### config.mk
export PLATFORM = sky130hd
export DESIGN_NAME = power_state_pin_control
export DESIGN_NICKNAME = d
export VERILOG_FILES = /design/src/logic/power_pin_pkg.sv /design/src/logic/pin_sync.sv /design/src/logic/power_state_pin_control.sv
export SDC_FILE = /design/constraint.sdc
export NUM_CORES = 1
export LEC_CHECK = 0
export ABC_AREA = 1
export BUFFER_PORTS_ARGS = -buffer_cell sky130_fd_sc_hd__buf_2
export CORE_UTILIZATION = 58
export CTS_CLUSTER_DIAMETER = 40
export DETAILED_ROUTE_END_ITERATION = 6
export PLACE_DENSITY_LB_ADDON = 0.15
export SETUP_SLACK_MARGIN = 0.4
export SLEW_MARGIN = 20
export SYNTH_ARGS = -nofsm -noshare
export SYNTH_HDL_FRONTEND = slang
export SYNTH_SLANG_ARGS = --single-unit
### constraint.sdc
create_clock -name core_clk -period 2.4 [get_ports core_clk]
set_input_delay 0.48 -clock core_clk [delete_from_list [all_inputs] [get_ports core_clk]]
set_output_delay 0.48 -clock core_clk [all_outputs]
set_load 0.02 [all_outputs]
### src/logic/power_pin_pkg.sv
// Shared constants for the power, reset and fault pin controller
package power_pin_pkg;
    localparam int CORE_COUNT = 2;
    localparam int BOOT_SEL_W = 3;
    localparam int CLK_PERIOD_NS = 100;
    // Time the reset state is held after the hardware reset pin is released
    localparam int RESET_HOLD_NS = 1000;
    localparam int RESET_HOLD_CYC =
        (RESET_HOLD_NS + CLK_PERIOD_NS - 1) / CLK_PERIOD_NS < 1 ? 1 :
        (RESET_HOLD_NS + CLK_PERIOD_NS - 1) / CLK_PERIOD_NS;
    localparam int HOLD_CNT_W = 8;
    localparam logic [BOOT_SEL_W-1:0] BOOT_SEL_RESET = 3'h0;
    localparam logic FAULT_ACTIVE = 1'h1;

    typedef enum logic [2:0] {
        PWR_RESET,
        PWR_ACTIVE,
        PWR_DEEP_SLEEP,
        PWR_HIBERNATE,
        PWR_WAKE_WAIT
    } power_state_e;
endpackage

### src/logic/pin_sync.sv
// Two-flop synchroniser for pin inputs, frozen by the clock enable
`timescale 1ns/1ps
module pin_sync #(
    parameter int WIDTH = 1,
    parameter logic [WIDTH-1:0] INIT = '0
) (
    input wire logic core_clk, // System clock
    input wire logic rst, // Synchronous reset, active high
    input wire logic clk_en, // Clock enable
    input wire logic [WIDTH-1:0] async_in, // Pin level from outside the clock domain
    output logic [WIDTH-1:0] sync_out // Synchronised level
);
    logic [WIDTH-1:0] meta_r;

    always_ff @(posedge core_clk) begin
        if (rst) begin
            meta_r <= INIT;
            sync_out <= INIT;
        end else if (clk_en) begin
            meta_r <= async_in;
            sync_out <= meta_r;
        end
    end
endmodule

### src/logic/power_state_pin_control.sv
// Power state sequencing and system power, reset and fault pin control
// Operation
// - Wake output low only in hibernate
// - Per-core idle flag low when idle/reset
// - Deep-sleep flag low in deep sleep
// - Reset output high during reset state
// - Hardware reset input resets the device
// - Boot after hibernate only with supply good
// - Fault pin reports or senses per mode
// - Second fault pin carries the complement
// - Boot mode chosen from boot select pins
`timescale 1ns/1ps
module power_state_pin_control #(
    parameter int CORES = power_pin_pkg::CORE_COUNT,
    parameter int BOOT_W = power_pin_pkg::BOOT_SEL_W
) (
    input wire logic core_clk, // System clock, 10 MHz
    input wire logic rst, // Synchronous reset, active high
    input wire logic clk_en, // Clock enable, freezes all state when low
    input wire logic hardware_reset_in, // Hardware reset pin, active high
    input wire logic supply_good_in, // Core supply good pin
    input wire logic [BOOT_W-1:0] boot_select_in, // Boot mode select pins
    input wire logic fault_sense_mode, // 1: fault pins sense, 0: fault pins report
    input wire logic fault_pin_in, // Fault pin level
    output logic fault_pin_out, // Fault pin drive value
    output logic fault_pin_oe, // Fault pin output enable
    input wire logic fault_comp_pin_in, // Complement fault pin level
    output logic fault_comp_pin_out, // Complement fault pin drive value
    output logic fault_comp_pin_oe, // Complement fault pin output enable
    input wire logic internal_fault, // Internal fault, level
    input wire logic [CORES-1:0] core_idle_req, // Core is idle, per core
    input wire logic [CORES-1:0] core_hold_req, // Core is held in reset, per core
    input wire logic deep_sleep_req, // Enter deep sleep, pulse
    input wire logic hibernate_req, // Enter hibernate, pulse
    input wire logic wake_event, // Leave deep sleep or hibernate, pulse
    output logic regulator_wake_out, // Regulator enable
    output logic [CORES-1:0] core_idle_flag_n, // Core idle indicator, active low
    output logic deep_sleep_flag_n, // Deep sleep indicator, active low
    output logic reset_state_out, // Reset state indicator
    output logic [BOOT_W-1:0] boot_mode_out, // Boot mode in force
    output logic boot_start, // Boot begins, one-cycle pulse
    output logic external_fault_out, // Fault sensed on the pins
    output logic [2:0] power_state_out // Current power state code
);
    logic hw_reset_s;
    logic supply_good_s;
    logic [BOOT_W-1:0] boot_sel_s;
    logic fault_in_s;
    logic comp_in_s;

    power_pin_pkg::power_state_e state_r;
    power_pin_pkg::power_state_e state_nxt;
    logic [power_pin_pkg::HOLD_CNT_W-1:0] hold_cnt_r;
    logic [power_pin_pkg::HOLD_CNT_W-1:0] hold_cnt_nxt;
    logic hw_reset_d_r;
    logic [BOOT_W-1:0] boot_mode_r;

    pin_sync #(
        .WIDTH(1),
        .INIT(1'h1)
    ) u_sync_hwrst (
        .core_clk(core_clk),
        .rst(rst),
        .clk_en(clk_en),
        .async_in(hardware_reset_in),
        .sync_out(hw_reset_s)
    );

    pin_sync #(
        .WIDTH(1),
        .INIT(1'h0)
    ) u_sync_pwrgd (
        .core_clk(core_clk),
        .rst(rst),
        .clk_en(clk_en),
        .async_in(supply_good_in),
        .sync_out(supply_good_s)
    );

    pin_sync #(
        .WIDTH(BOOT_W),
        .INIT('0)
    ) u_sync_boot (
        .core_clk(core_clk),
        .rst(rst),
        .clk_en(clk_en),
        .async_in(boot_select_in),
        .sync_out(boot_sel_s)
    );

    pin_sync #(
        .WIDTH(2),
        .INIT(2'h2)
    ) u_sync_fault (
        .core_clk(core_clk),
        .rst(rst),
        .clk_en(clk_en),
        .async_in({fault_comp_pin_in, fault_pin_in}),
        .sync_out({comp_in_s, fault_in_s})
    );

    // Reset release seen on the synchronised pin
    wire hw_release = hw_reset_d_r & ~hw_reset_s;
    wire hold_done = (hold_cnt_r == '0);
    wire leaving_reset = (state_r == power_pin_pkg::PWR_RESET) & ~hw_reset_s & hold_done;

    always_comb begin
        state_nxt = state_r;
        hold_cnt_nxt = hold_cnt_r;
        if (hw_reset_s) begin
            state_nxt = power_pin_pkg::PWR_RESET;
            hold_cnt_nxt = power_pin_pkg::HOLD_CNT_W'(power_pin_pkg::RESET_HOLD_CYC);
        end else begin
            unique case (state_r)
                power_pin_pkg::PWR_RESET: begin
                    if (hold_done) begin
                        state_nxt = power_pin_pkg::PWR_ACTIVE;
                    end else begin
                        hold_cnt_nxt = hold_cnt_r - 1'b1;
                    end
                end
                power_pin_pkg::PWR_ACTIVE: begin
                    if (hibernate_req) begin
                        state_nxt = power_pin_pkg::PWR_HIBERNATE;
                    end else if (deep_sleep_req) begin
                        state_nxt = power_pin_pkg::PWR_DEEP_SLEEP;
                    end
                end
                power_pin_pkg::PWR_DEEP_SLEEP: begin
                    if (wake_event) begin
                        state_nxt = power_pin_pkg::PWR_ACTIVE;
                    end
                end
                power_pin_pkg::PWR_HIBERNATE: begin
                    if (wake_event) begin
                        state_nxt = power_pin_pkg::PWR_WAKE_WAIT;
                    end
                end
                power_pin_pkg::PWR_WAKE_WAIT: begin
                    if (supply_good_s) begin
                        state_nxt = power_pin_pkg::PWR_RESET;
                        hold_cnt_nxt = power_pin_pkg::HOLD_CNT_W'(power_pin_pkg::RESET_HOLD_CYC);
                    end
                end
                default: begin
                    state_nxt = power_pin_pkg::PWR_RESET;
                end
            endcase
        end
    end

    // Output levels decoded from the next state so pins follow state at once
    wire in_reset_nxt = (state_nxt == power_pin_pkg::PWR_RESET);
    wire wake_nxt = (state_nxt != power_pin_pkg::PWR_HIBERNATE);
    wire sleep_n_nxt = (state_nxt != power_pin_pkg::PWR_DEEP_SLEEP);
    wire boot_go = leaving_reset;
    wire [BOOT_W-1:0] boot_mode_nxt = hw_release ? boot_sel_s : boot_mode_r;

    // Idle flag low while core idles, is held, or the device is in reset
    logic [CORES-1:0] idle_n_nxt;
    genvar gi;
    generate
        for (gi = 0; gi < CORES; gi++) begin : g_core
            assign idle_n_nxt[gi] = ~(core_idle_req[gi] | core_hold_req[gi] | in_reset_nxt);
        end
    endgenerate

    wire fault_report = (internal_fault == power_pin_pkg::FAULT_ACTIVE);
    wire fault_sensed = fault_sense_mode & (fault_in_s | ~comp_in_s);

    always_ff @(posedge core_clk) begin
        if (rst) begin
            state_r <= power_pin_pkg::PWR_RESET;
            hold_cnt_r <= power_pin_pkg::HOLD_CNT_W'(power_pin_pkg::RESET_HOLD_CYC);
            hw_reset_d_r <= 1'h1;
        end else if (clk_en) begin
            state_r <= state_nxt;
            hold_cnt_r <= hold_cnt_nxt;
            hw_reset_d_r <= hw_reset_s;
        end
    end

    always_ff @(posedge core_clk) begin
        if (rst) begin
            boot_mode_r <= power_pin_pkg::BOOT_SEL_RESET;
            boot_start <= 1'h0;
        end else if (clk_en) begin
            boot_mode_r <= boot_mode_nxt;
            boot_start <= boot_go;
        end
    end

    assign boot_mode_out = boot_mode_r;

    always_ff @(posedge core_clk) begin
        if (rst) begin
            regulator_wake_out <= 1'h1;
            deep_sleep_flag_n <= 1'h1;
            reset_state_out <= 1'h1;
            core_idle_flag_n <= '0;
            power_state_out <= 3'h0;
        end else if (clk_en) begin
            regulator_wake_out <= wake_nxt;
            deep_sleep_flag_n <= sleep_n_nxt;
            reset_state_out <= in_reset_nxt;
            core_idle_flag_n <= idle_n_nxt;
            power_state_out <= 3'(state_nxt);
        end
    end

    always_ff @(posedge core_clk) begin
        if (rst) begin
            fault_pin_out <= 1'h0;
            fault_comp_pin_out <= 1'h1;
            fault_pin_oe <= 1'h0;
            fault_comp_pin_oe <= 1'h0;
            external_fault_out <= 1'h0;
        end else if (clk_en) begin
            fault_pin_out <= fault_report;
            fault_comp_pin_out <= ~fault_report;
            fault_pin_oe <= ~fault_sense_mode;
            fault_comp_pin_oe <= ~fault_sense_mode;
            external_fault_out <= fault_sensed;
        end
    end
endmodule

# After elaboration in Yosys (flattened, before gate mapping)
# Cells that the tools add are included.
# W data, S select, Z words.
[op_classes] reduce_logical=6 mul=0 n_lt_le_gt_ge=0 n_mux=12 eq_ne=8 n_addsub=1 shifts=0 div_mod_pow=0 bitwise=15
[ops] operator="$mux W8" n=3
[ops] operator="$mux W3" n=7
[ops] operator="$pmux W8 S2" n=1
[ops] operator="$pmux W3 S5" n=1
[ops] operator="$ne A3 B2 Y1 const B" n=3
[ops] operator="$logic_not A8 Y1" n=1
[ops] operator="$sub A8 B1 Y8 const B" n=1
[ops] operator="$eq A3 B2 Y1 const B" n=2
[ops] operator="$logic_not A3 Y1" n=2
[ops] operator="$not A1 Y1" n=6
[ops] operator="$or A1 B1 Y1" n=5
[ops] operator="$and A1 B1 Y1" n=4
[ops] operator="$reduce_and A4 Y1" n=1
[ops] operator="$eq A3 B1 Y1 const B" n=1
[ops] operator="$eq A3 B3 Y1 const B" n=1
[ops] operator="$ne A3 B1 Y1 const B" n=1
[ops] operator="$reduce_bool A3 Y1" n=1
[ops] operator="$reduce_and A2 Y1" n=1
[totals] input_bits=19 wordCells=63 ff_bits=39 out_inout_bits=17 ramBits=0 latchBits=0 n_memories=0 romBits=0

# Longest topological paths before layout
# Gate-level depths: netlist of run 1.
[depth] ltp_word=7 mapped_depth=11 ltp_nobuf=11

# Modules after synthesis
# A second synthesis of run 1 with hierarchy kept.
[hier_totals] cells_unflattened=270 area_unflattened_um2=1891.8
[by_module_without_submodules] mod="power_state_pin_control" n_inst=1 seq_area_each_um2=500.5 area_each_um2=1340.0 cells_each=187
[by_module_without_submodules] mod="pin_sync at u_sync_boot" n_inst=1 seq_area_each_um2=120.1 area_each_um2=247.7 cells_each=38
[by_module_without_submodules] mod="pin_sync at u_sync_fault" n_inst=1 seq_area_each_um2=80.1 area_each_um2=150.1 cells_each=22
[by_module_without_submodules] mod="pin_sync at u_sync_pwrgd" n_inst=1 seq_area_each_um2=40.0 area_each_um2=81.3 cells_each=13
[by_module_without_submodules] mod="pin_sync at u_sync_hwrst" n_inst=1 seq_area_each_um2=40.0 area_each_um2=72.6 cells_each=10

# Worst setup path after synthesis of run 1
# Ideal clock, no wire load.
[synth_timing] kind="flip-flop to flip-flop" from="register, netlist name power_state_out[2]" to="register hold_cnt_r[1] (netlist name)" t_required_ns=2.267 path_stages_with_launch=9 n_path_buf=1 setup_time_ns=0.133 arrival_time_ns=1.304 synth_period_minus_slack_ns=1.437 setup_slack_ns=0.963 cell_sequence="dfxtp_1 inv_2 or2_1 nand2_1 nand2_2 and3_4 buf_6 nand2_2 o211ai_2"
[synth_rtl] item="end signal, assigned" line_no="power_state_pin_control.sv:174" rtl="hold_cnt_r <= power_pin_pkg::HOLD_CNT_W'(power_pin_pkg::RESET_HOLD_CYC);"
[synth_rtl] item="end signal, assigned" line_no="power_state_pin_control.sv:178" rtl="hold_cnt_r <= hold_cnt_nxt;"
[synth_rtl] item="end, declared" line_no="power_state_pin_control.sv:53" rtl="logic [power_pin_pkg::HOLD_CNT_W-1:0] hold_cnt_r;"

# Worst setup path in the final report of run 1
[layout_timing] from="register hold_cnt_r[0] (netlist name)" to="register regulator_wake_out"
[layout_via] elab_chain_cells=5
[layout_rtl] item="$logic_not A8 Y1" line_no="power_state_pin_control.sv:104" rtl="wire hold_done = (hold_cnt_r == '0);"
[layout_rtl] item="$mux W3" line_no="power_state_pin_control.sv:116" rtl="if (hold_done) begin"
[layout_rtl] item="$pmux W3 S5" line_no="power_state_pin_control.sv:114" rtl="unique case (state_r)"
[layout_rtl] item="$mux W3" line_no="power_state_pin_control.sv:110" rtl="if (hw_reset_s) begin"
[layout_rtl] item="$ne A3 B2 Y1" line_no="power_state_pin_control.sv:154" rtl="wire wake_nxt = (state_nxt != power_pin_pkg::PWR_HIBERNATE);"
[layout_rtl] item="end signal, assigned" line_no="power_state_pin_control.sv:203" rtl="regulator_wake_out <= wake_nxt;"
[layout_rtl] item="end, declared" line_no="power_state_pin_control.sv:36" rtl="output logic regulator_wake_out,"
# Every way passes these cells.
# A chain may end at the register's enable or synchronous reset.

==> summary.md, run 1 <==
| Metric | Value |
|---|---|
| Ant. Diodes | `0` |
| Vias | `1644` |
| WP data arrival | `1.75 ns` |
| Postcts setup bufs | `0` |
| Critical path type | `register to register` |
| PD cells | `~700 nW/um^2` |
| Worst-path fanout max | `5` |
| Post-synthesis sequential area ratio | `0.442` |
| Die area | `3270 um^2` |
| RSZ-0062 raised after global routing | `no` |
| DPL Wire Length | `2400 um` |
| Comb power frac | `0.115` |
| RR Endpoint | `regulator_wake_out` |
| Final wirelength | `around 3500 um` |
| Most frequent cells in the layout | `49 x nand2_1, 39 x dfxtp_1, 35 x nor2_1, 35 x buf_2, 26 x o21ai_0` |
| Origin of the critical flop-to-flop path | `hold_cnt_r[0]` |
| Fill cell count | `241` |
| R2R Setup Slk | `~0.87 ns` |
| Starting Density | `0.625` |
| Worst path max stage delay | `0.34 ns` |
| First-pass GRT wire length | `6310 um` |
| CTS root buf | `clkbuf_4` |
| Setup TNS Final | `0 ns` |
| CTS Hold Buffers Added | `0` |
| Syn Nets | `about 270` |
| Syn. warnings | `0` |
| Hold endpoint | `u_sync_fault.meta_r[1]` |
| Die Y | `between 50 and 60 um` |
| Clock Pin Slew Worst Setup and Hold Paths | `0.12 ns` |
| FMAX | `roughly 650 MHz` |
| Post-synthesis register bit count | `39` |
| Final setup vio count | `0` |
| Core Region | `about 2800 um^2` |
| Std cell rows | `19` |
| Vias in the first global route | `between 1500 and 2000` |
| Busiest layer in global routing | `met2` |
| TritonCTS Buffers | `5` |
| VDD IR max | `0.650 mV` |
| Tmin final | `1.53 ns` |
| Sequential share of power | `0.496` |
| LEAKAGE | `0.932 nW` |
| Layout cells sized above 1 | `0.216` |
| Worst Setup Start Kind | `register` |
| Final Non-Filler Cells | `313` |
| Tcrit/Tclk final | `0.638` |
| DRC viols | `5` |
| Post-synth EDFFs | `0` |
| CTS resizes | `0` |
| Top FF cell, synth | `dfxtp_1` |
| Crit-path most repeated cell | `nand2_1` |
| Drt pass-1 iters | `6` |
| Worst EP required | `2.62 ns` |
| FF-to-FF path depth | `9` |
| Syn avg cell area | `about 7.2 um^2` |
| Final Hold Violating Endpoints | `0` |
| Routed Antenna Nets | `0` |
| Net Sw Frac | `0.247` |
| Initial antenna violation count | `0` |
| Placed Cells | `305` |
| Slowest CP cell | `dfxtp_1` |
| Met2 Usage GRT | `0.420` |
| Net switching power | `roughly 0.35 mW` |
| Die W | `57.2 um` |
| Starting DRC count in detailed routing | `56` |
| H-tree depth | `2` |
| Clock tree from TritonCTS | `done` |
| Critical Path End Type | `register` |
| Clk_lat worst skew | `about 0.35 ns` |
| Distinct cell type count of the synthesized netlist | `29` |
| Largest net degree at the start of global routing | `29` |
| WL per Instance | `about 11 um` |
| Hold path depth | `3` |
| Failing checks | `DRC` |
| I/O pins | `36` |
| Clock tree buffer depth | `2` |
| P_int | `1.06 mW` |
| Mapped Cells | `247` |
| Synthesized area | `1770 um^2` |
| Slew Viols, Final | `0` |
| Slew margin rel. | `0.780` |
| Commonest non-fill, non-tap cell in the layout | `nand2_1` |
| CTS sink count | `39` |
| M1 GR Usage | `0.287` |
| Fin nets | `302` |
| Met3 Resource Use GR | `0.0522` |
| Total GRT Usage | `0.248` |
| Max cap viols | `0` |
| Hold Crit Class | `primary input to register` |
| Slew at the pin with the worst max-slew slack | `around 0.33 ns` |
| Setup Skew | `0.0150 ns` |
| Ys async rst share | `0` |
| HP Start | `fault_comp_pin_in` |
| Run status | `finished with violations` |
| Routed vias/inst | `5.25` |
| GRT overflow | `0` |
| Port Buffers | `35` |
| Area Growth Syn to Fin | `15.7%` |
| CP Cell Sequence | `inv_1 -> ha_1 -> nand3_1 -> nor2_2 -> nand2_1 -> nand2_1 -> nand2_1 -> o21ai_0 -> nand3_1` |
| Gpl congestion | `0.843` |
| Clock share of power | `0.388` |
-- flip-flops by register name, summed over array words and instances (netlist names), 2 cells and up --
| signal | count |
|---|---|
| u_sync_boot.sync_out | 3 |
| hold_cnt_r | 8 |
| u_sync_boot.meta_r | 3 |
| u_sync_fault.meta_r | 2 |
| boot_mode_out | 3 |
| power_state_out | 3 |
| core_idle_flag_n | 2 |
| u_sync_fault.sync_out | 2 |
-- power by group through the flow --
stage               clock network (mW)  logic [mW]  registers, mW
global placement                     0       0.159          0.713
CTS                              0.551       0.163          0.699
finish                           0.548       0.163          0.700
global route                     0.577       0.185          0.704
detailed placement                   0       0.161          0.714
floorplan                            0       0.104          0.725
-- critical path, delay by kind of cell (launching register included) --
family                     cells  cell delay (ns)
adders and majority gates      1             0.18
and+or+nand+nor                6             0.57
AOI/OAI and AO/OA              1             0.17
DFF                            1             0.34
buffers and inverters          1             0.13
-- cells in the mapped netlist, types with 3 or more instances --
cell type | count | share of area
a21oi_1 | 21 | 0.059
buf_2 | 3 | 0.0085
clkbuf_1 | 4 | 0.0085
dfxtp_1 | 39 | 0.44
inv_1 | 21 | 0.045
nand2_1 | 49 | 0.10
nand2_2 | 4 | 0.014
nand3_1 | 15 | 0.042
nand4_1 | 4 | 0.014
nor2_1 | 35 | 0.074
nor2_2 | 4 | 0.014
o21ai_0 | 26 | 0.074
-- cell families (layout without fill, tap and decap cells) --
group | count (synthesis) | in the layout | synth area share
AND/OR/NAND/NOR | 117 | 117 | 0.287
AO/OA/AOI/OAI | 55 | 55 | 0.172
flip-flops | 39 | 39 | 0.442
buffers and inverters | 34 | 69 | 0.0850
adder cells (fa/ha/maj) | 2 | 2 | 0.0142
-- metrics by stage --
| stage | hold WS (ns) | area (um^2) | setup WS [ns] | total power [mW] | util |
|---|---|---|---|---|---|
| after floorplan | 0.429 | 1770 | 0.963 | 0.829 | - |
| after global placement | 0.428 | 1940 | 0.908 | 0.872 | 0.686 |
| after detailed placement | 0.432 | 1940 | 0.898 | 0.875 | 0.686 |
| after CTS | 0.323 | 2040 | 0.872 | 1.41 | 0.723 |
| after global routing | 0.329 | 2040 | 0.681 | 1.47 | 0.723 |
| final | 0.329 | 2040 | 0.870 | 1.41 | 0.723 |
-- how the worst max path moves through the flow --
stage | end | startpoint | slack, ns
after floorplan | hold_cnt_r[1] | power_state_out[2] | 0.96
after global placement | regulator_wake_out | hold_cnt_r[0] | 0.91
after detailed placement | hold_cnt_r[0] | rst | 0.90
after CTS | power_state_out[0] | power_state_out[0] | 0.87
after global routing | hold_cnt_r[3] | hold_cnt_r[0] | 0.68
final | regulator_wake_out | hold_cnt_r[0] | 0.87
-- final cells by class --
class	instances	area [um^2]	share of cell area
clock buffer	5	37.5	0.0184
timing repair buffer	38	198	0.0967
inverter	23	86.3	0.0422
multi-input combinational	174	836	0.409
tap	31	38.8	0.0190
clock inverter	3	67.6	0.0330
sequential	39	781	0.382
-- layer usage --
| metal | wire length (um) | up-vias | share of wire |
|---|---|---|---|
| met5 | 0 | - | 0 |
| met4 | 95 | 0 | 0.027 |
| met3 | 186 | 11 | 0.053 |
| met2 | 1610 | 41 | 0.46 |
| met1 | 1650 | 719 | 0.46 |
| li1 | - | 873 | - |
Note: power is estimated with default switching activity, not from simulation.
==> run 2, diff against run 1 <==
--- a/config.mk
+++ b/config.mk
@@ -7,7 +7,7 @@
 export LEC_CHECK = 0
 export ABC_AREA = 1
 export BUFFER_PORTS_ARGS = -buffer_cell sky130_fd_sc_hd__buf_2
-export CORE_UTILIZATION = 58
+export CORE_UTILIZATION = 48
 export CTS_CLUSTER_DIAMETER = 40
 export DETAILED_ROUTE_END_ITERATION = 6
 export PLACE_DENSITY_LB_ADDON = 0.15
==> constraint.sdc (replaced) <==
create_clock -name core_clk -period 1.2 [get_ports core_clk]
set_input_delay 0.24 -clock core_clk [delete_from_list [all_inputs] [get_ports core_clk]]
set_output_delay 0.24 -clock core_clk [all_outputs]
set_load 0.02 [all_outputs]
==> run 2 against run 1 <==
Effect of this change: the run ends with setup timing left; register-to-register slack worse by 1.0 ns; first-iteration DRC count is 73% higher; fmax is 13% higher; clock power is 53% higher; routed wire length is 29% higher; critical path type unchanged; highest routed layer unchanged.
==> summary.md, run 2 (synthesized netlist as in run 1, its figures left out) <==
| Metric | Value |
|---|---|
| Run status | `finished with violations` |
| Failing checks | `setup timing` |
| Ant. Diodes | `0` |
| Vias | `1823` |
| GRT overflow | `0` |
| Die area | `3930 um^2` |
| Max cap viols | `0` |
| Starting DRC count in detailed routing | `97` |
| Setup Skew | `between 0.003 and 0.004 ns` |
| Routed vias/inst | `5.05` |
| Slew Viols, Final | `0` |
| I/O pins | `36` |
| Top reg by flops | `hold_cnt_r` |
| Std cell rows | `21` |
| Worst Setup Start Kind | `register` |
| Worst-path fanout max | `5` |
| Fin nets | `335` |
| TritonCTS Buffers | `5` |
| H-tree depth | `2` |
| Die Y | `~63 um` |
| Dpl ws | `-0.121 ns` |
| Fill cell count | `257` |
| Layout cells sized above 1 | `0.486` |
| Vias in the first global route | `1681` |
| Slew margin rel. | `0.834` |
| Tcrit/Tclk final | `1.13` |
| Final setup margin | `-0.155 ns` |
| Tmin final | `1.35 ns` |
| Port Buffers | `35` |
| WP data arrival | `1.57 ns` |
| RSZ-0062 raised after global routing | `yes` |
| Area Growth Syn to Fin | `51.2%` |
| Slew at the pin with the worst max-slew slack | `between 0.2 and 0.25 ns` |
| Commonest non-fill, non-tap cell in the layout | `nand2_1` |
| Final setup vio count | `16` |
| PD cells | `~1000 nW/um^2` |
| Final wirelength | `4580 um` |
| DRC viols | `0` |
| VDD IR max | `just under 0.9 mV` |
| Layout Utilization | `0.776` |
| Final Hold Violating Endpoints | `0` |
| Clk_lat worst skew | `0.29 ns` |
| Clock tree buffer depth | `2` |
| Total GRT Usage | `0.235` |
| Hold_ws | `between 0.15 and 0.2 ns` |
| Largest net degree at the start of global routing | `29` |
| Starting Density | `0.513` |
| LEAKAGE | `between 1 and 1.5 nW` |
| Most frequent cells in the layout | `39 x nand2_1, 28 x nor2_1, 27 x buf_4, 24 x buf_6, 20 x dfxtp_1` |
| CTS Hold Buffers Added | `0` |
| First-pass GRT wire length | `7200 um` |
| WL per Instance | `12.7 um` |
| DPL Wire Length | `2730 um` |
| Core Region | `~3400 um^2` |
| Tot Pwr | `between 2 and 3 mW` |
| Hold Crit Class | `primary input to register` |
| Critical Path End Type | `register` |
| Die W | `around 63 um` |
| FMAX | `738 MHz` |
| Gpl congestion | `0.814` |
| CTS root buf | `clkbuf_8` |
| Clock Pin Slew Worst Setup and Hold Paths | `~0.07 ns` |
| Clock tree from TritonCTS | `done` |
| Max reg flops | `8` |
| Worst EP required | `about 1.4 ns` |
| CTS sink count | `39` |
| Initial antenna violation count | `0` |
| Routed Antenna Nets | `0` |
| Critical path type | `register to register` |
| Drt pass-1 iters | `4` |
-- run 2: report_power, final --
group	leakage, nW	internal [mW]	switching (mW)
combinational	0.791	0.239	0.276
sequential	0.326	1.36	0.0502
clock	0.0422	0.408	0.432
-- run 2: cell type report --
class	instances	area (um^2)	share of cell area
Multi-Input combinational cell	174	1020	0.380
Clock buffer	7	76.3	0.0286
Tap cell	46	57.6	0.0215
Sequential cell	39	815	0.305
Clock inverter	1	5.00	0.00187
Timing Repair Buffer	71	603	0.226
Inverter	23	98.8	0.0370
-- run 2: per-stage QoR --
stage / TNS (ns) / std cells / instance area [um^2]
finish: -1.47 / 361 / 2670
global route: -2.58 / 361 / 2670
CTS: -0.805 / 355 / 2500
detailed placement: -0.868 / 343 / 2220
global placement: -0.361 / 343 / 2220
floorplan: -0.399 / 247 / 1870
-- run 2: worst paths after layout --
path | cells after the start | to | startpoint | slack (ns)
worst max-delay path | 7 | core_idle_flag_n[1] | power_state_out[0] | -0.15
worst max register to register | 7 | core_idle_flag_n[1] | power_state_out[0] | -0.15
worst min register to register | 2 | boot_mode_out[1] | boot_mode_out[1] | 0.45
worst min-delay path | 3 | u_sync_hwrst.meta_r | hardware_reset_in | 0.16
-- run 2: worst max-delay path: stages, from the launching register on --
cell and delay, ns:
dfxtp_4 0.37, nor2_2 0.15, inv_1 0.09, a21oi_2 0.21, o21ai_0 0.15, nand2_2 0.13, nand2_1 0.06, a21oi_1 0.12
-- run 2: repair_timing --
item / 4_1_cts / 5_1_grt
buffers inserted: 4 / 6
endpoints found under the setup margin: 38 / 38
resized for setup: 65 / 35
pin swaps: 13 / 13
-- run 2: metal layers --
metal	part of all wire	vias up	track usage
met2	0.50	38	0.405
li1	-	939	-
met5	0	-	0
met4	0.028	0	0.116
met1	0.43	834	0.273
met3	0.034	12	0.0529
==> run 3, diff against run 2 <==
--- a/config.mk
+++ b/config.mk
@@ -11,6 +11,7 @@
 export CTS_CLUSTER_DIAMETER = 40
 export DETAILED_ROUTE_END_ITERATION = 6
 export PLACE_DENSITY_LB_ADDON = 0.15
+export RECOVER_POWER = 25
 export SETUP_SLACK_MARGIN = 0.4
 export SLEW_MARGIN = 20
 export SYNTH_ARGS = -nofsm -noshare
==> run 3 against run 2 <==
Effect of this change: the flow still finishes with violations (setup timing); global-route usage is the same; routed wire length decreased by 0.11%; critical path depth stayed put; utilization is essentially flat; clock skew up 0.0014 ns; sequential share of layout area is essentially flat; worst hold slack worse by 0.0013 ns; clock power is essentially flat; combinational power about the same; sequential power barely moved; register-to-register slack about the same; largest power group unchanged.
==> summary.md, run 3 (synthesized netlist as in run 1, its figures left out) <==
| Metric | Value |
|---|---|
| Run status | `finished with violations` |
| Failing checks | `setup timing` |
| Final setup vio count | `16` |
| HP Start | `hardware_reset_in` |
| Slew margin rel. | `0.834` |
| Origin of the critical flop-to-flop path | `power_state_out[0]` |
| Dpl ws | `-0.121 ns` |
| Clock tree buffer depth | `2` |
| Placed cell area | `roughly 2200 um^2` |
| Total GRT Usage | `0.235` |
| Layout Utilization | `0.776` |
| Top reg by flops | `hold_cnt_r` |
| Hold endpoint | `u_sync_hwrst.meta_r` |
| Placed Cells | `343` |
| Worst-path fanout max | `5` |
| Commonest non-fill, non-tap cell in the layout | `nand2_1` |
| Slew at the pin with the worst max-slew slack | `0.246 ns` |
| Routed Antenna Nets | `0` |
| DRC viols | `0` |
| RSZ-0062 raised after global routing | `yes` |
| Initial antenna violation count | `0` |
| Worst Setup Start Kind | `register` |
| I/O pins | `36` |
| Final wirelength | `around 4600 um` |
| Clock tree from TritonCTS | `done` |
| Critical path type | `register to register` |
| R2R Setup Slk | `-0.16 ns` |
| Area Growth Syn to Fin | `51.1%` |
| Worst EP required | `1.42 ns` |
| Max reg flops | `8` |
| Reg area | `813 um^2` |
| Slowest CP cell | `dfxtp_4` |
| Core Region | `about 3400 um^2` |
| Hold_ws | `0.161 ns` |
| Drt pass-1 iters | `4` |
| WL per Instance | `12.7 um` |
| Critical Path End Type | `register` |
| Clk_lat worst skew | `~0.29 ns` |
| Most frequent cells in the layout | `39 x nand2_1, 28 x nor2_1, 27 x buf_4, 24 x buf_6, 21 x dfxtp_1` |
| CTS root buf | `clkbuf_8` |
| Largest net degree at the start of global routing | `29` |
| PD cells | `~1000 nW/um^2` |
| First-pass GRT wire length | `7200 um` |
| Final Non-Filler Cells | `around 360` |
| VDD IR max | `0.880 mV` |
| Slew Viols, Final | `0` |
| Fill cell count | `258` |
| Met2 wire len | `2300 um` |
| DPL Wire Length | `approximately 2700 um` |
| Tmin final | `1.36 ns` |
| H-tree depth | `2` |
| DR WL met3 | `154 um` |
| Clock Pin Slew Worst Setup and Hold Paths | `0.07 ns` |
| FMAX | `737 MHz` |
| Die W | `~63 um` |
| Die Y | `roughly 63 um` |
| Starting DRC count in detailed routing | `97` |
| Worst path max stage delay | `~0.37 ns` |
| LEAKAGE | `1.16 nW` |
| Vias in the first global route | `1681` |
| CP Cell Sequence | `nor2_2 -> inv_1 -> a21oi_2 -> o21ai_0 -> nand2_2 -> nand2_1 -> a21oi_1` |
| Starting Density | `0.513` |
| Top sig layer | `met4` |
| Fin nets | `335` |
| CTS sink count | `39` |
| Routed vias/inst | `between 5 and 6` |
| Setup Skew | `0.00475 ns` |
| TritonCTS Buffers | `5` |
| Max cap viols | `0` |
| Vias | `1826` |
| Hold path depth | `3` |
| Met1 wire length | `1980 um` |
| Die area | `3930 um^2` |
| Multi-input logic area | `roughly 1000 um^2` |
| Final setup margin | `-0.157 ns` |
| CTS Hold Buffers Added | `0` |
| Hold Crit Class | `primary input to register` |
| FF-to-FF path depth | `7` |
| Port Buffers | `35` |
| Std cell rows | `21` |
| GRT overflow | `0` |
| Tcrit/Tclk final | `1.13` |
| Final Hold Violating Endpoints | `0` |
| WP data arrival | `1.58 ns` |
| Gpl congestion | `0.814` |
| RR Endpoint | `core_idle_flag_n[1]` |
| Layout cells sized above 1 | `0.483` |
| Final Cell Area | `2670 um^2` |
| Ant. Diodes | `0` |
-- run 3: cell count changes in the layout (fill, tap and decap cells not counted) --
cell and change:
dfxtp_1 +1, o21ai_0 +1, dfxtp_2 -1, o21ai_1 -1
-- run 3: critical path, delay by kind of cell, from the launching register on --
| kind | cells | cell delay [ns] |
|---|---|---|
| and+or+nand+nor | 3 | 0.34 |
| buffers and inverters | 1 | 0.09 |
| DFF | 1 | 0.37 |
| AOI/OAI and AO/OA | 3 | 0.48 |
-- run 3: stage by stage --
stage	TNS [ns]	power (mW)
final	-1.48	2.77
after global routing	-2.58	2.90
after CTS	-0.805	2.71
after detailed placement	-0.868	1.83
after global placement	-0.361	1.82
after floorplan	-0.399	1.69
-- run 3: where the power goes --
part,switching (mW),internal (mW)
combinational,0.276,0.239
sequential,0.0503,1.36
clock,0.434,0.408
-- run 3: area by class of cell --
type	instances	area share
clock buffers	7	0.0286
clock inverters	1	0.00187
inverters	23	0.0370
multi-input cells	174	0.381
flip-flops and latches	39	0.305
well taps	46	0.0216
repair buffers	71	0.226
-- run 3: how the worst max path moves through the flow --
stage                            start                   to  slack [ns]  cells after the start
floorplan           power_state_out[2]        hold_cnt_r[1]       -0.08                      8
global placement         hold_cnt_r[1]        hold_cnt_r[3]       -0.07                      8
detailed placement       hold_cnt_r[1]        hold_cnt_r[3]       -0.12                      8
CTS                      hold_cnt_r[0]        hold_cnt_r[3]        -0.1                      8
global route             hold_cnt_r[0]  core_idle_flag_n[1]       -0.26                     10
finish              power_state_out[0]  core_idle_flag_n[1]       -0.16                      7
-- run 3: layer usage --
metal | GRT usage | vias to the layer above
met4 | 0.116 | 0
met1 | 0.273 | 837
met3 | 0.0529 | 12
li1 | - | 939
met5 | 0 | -
met2 | 0.405 | 38
-- run 3: repair_timing --
| item | in CTS | in global routing |
|---|---|---|
| setup buffers | 4 | 6 |
| endpoints found under the setup margin | 38 | 38 |
| pin swaps | 13 | 13 |
| gates resized for setup | 65 | 35 |
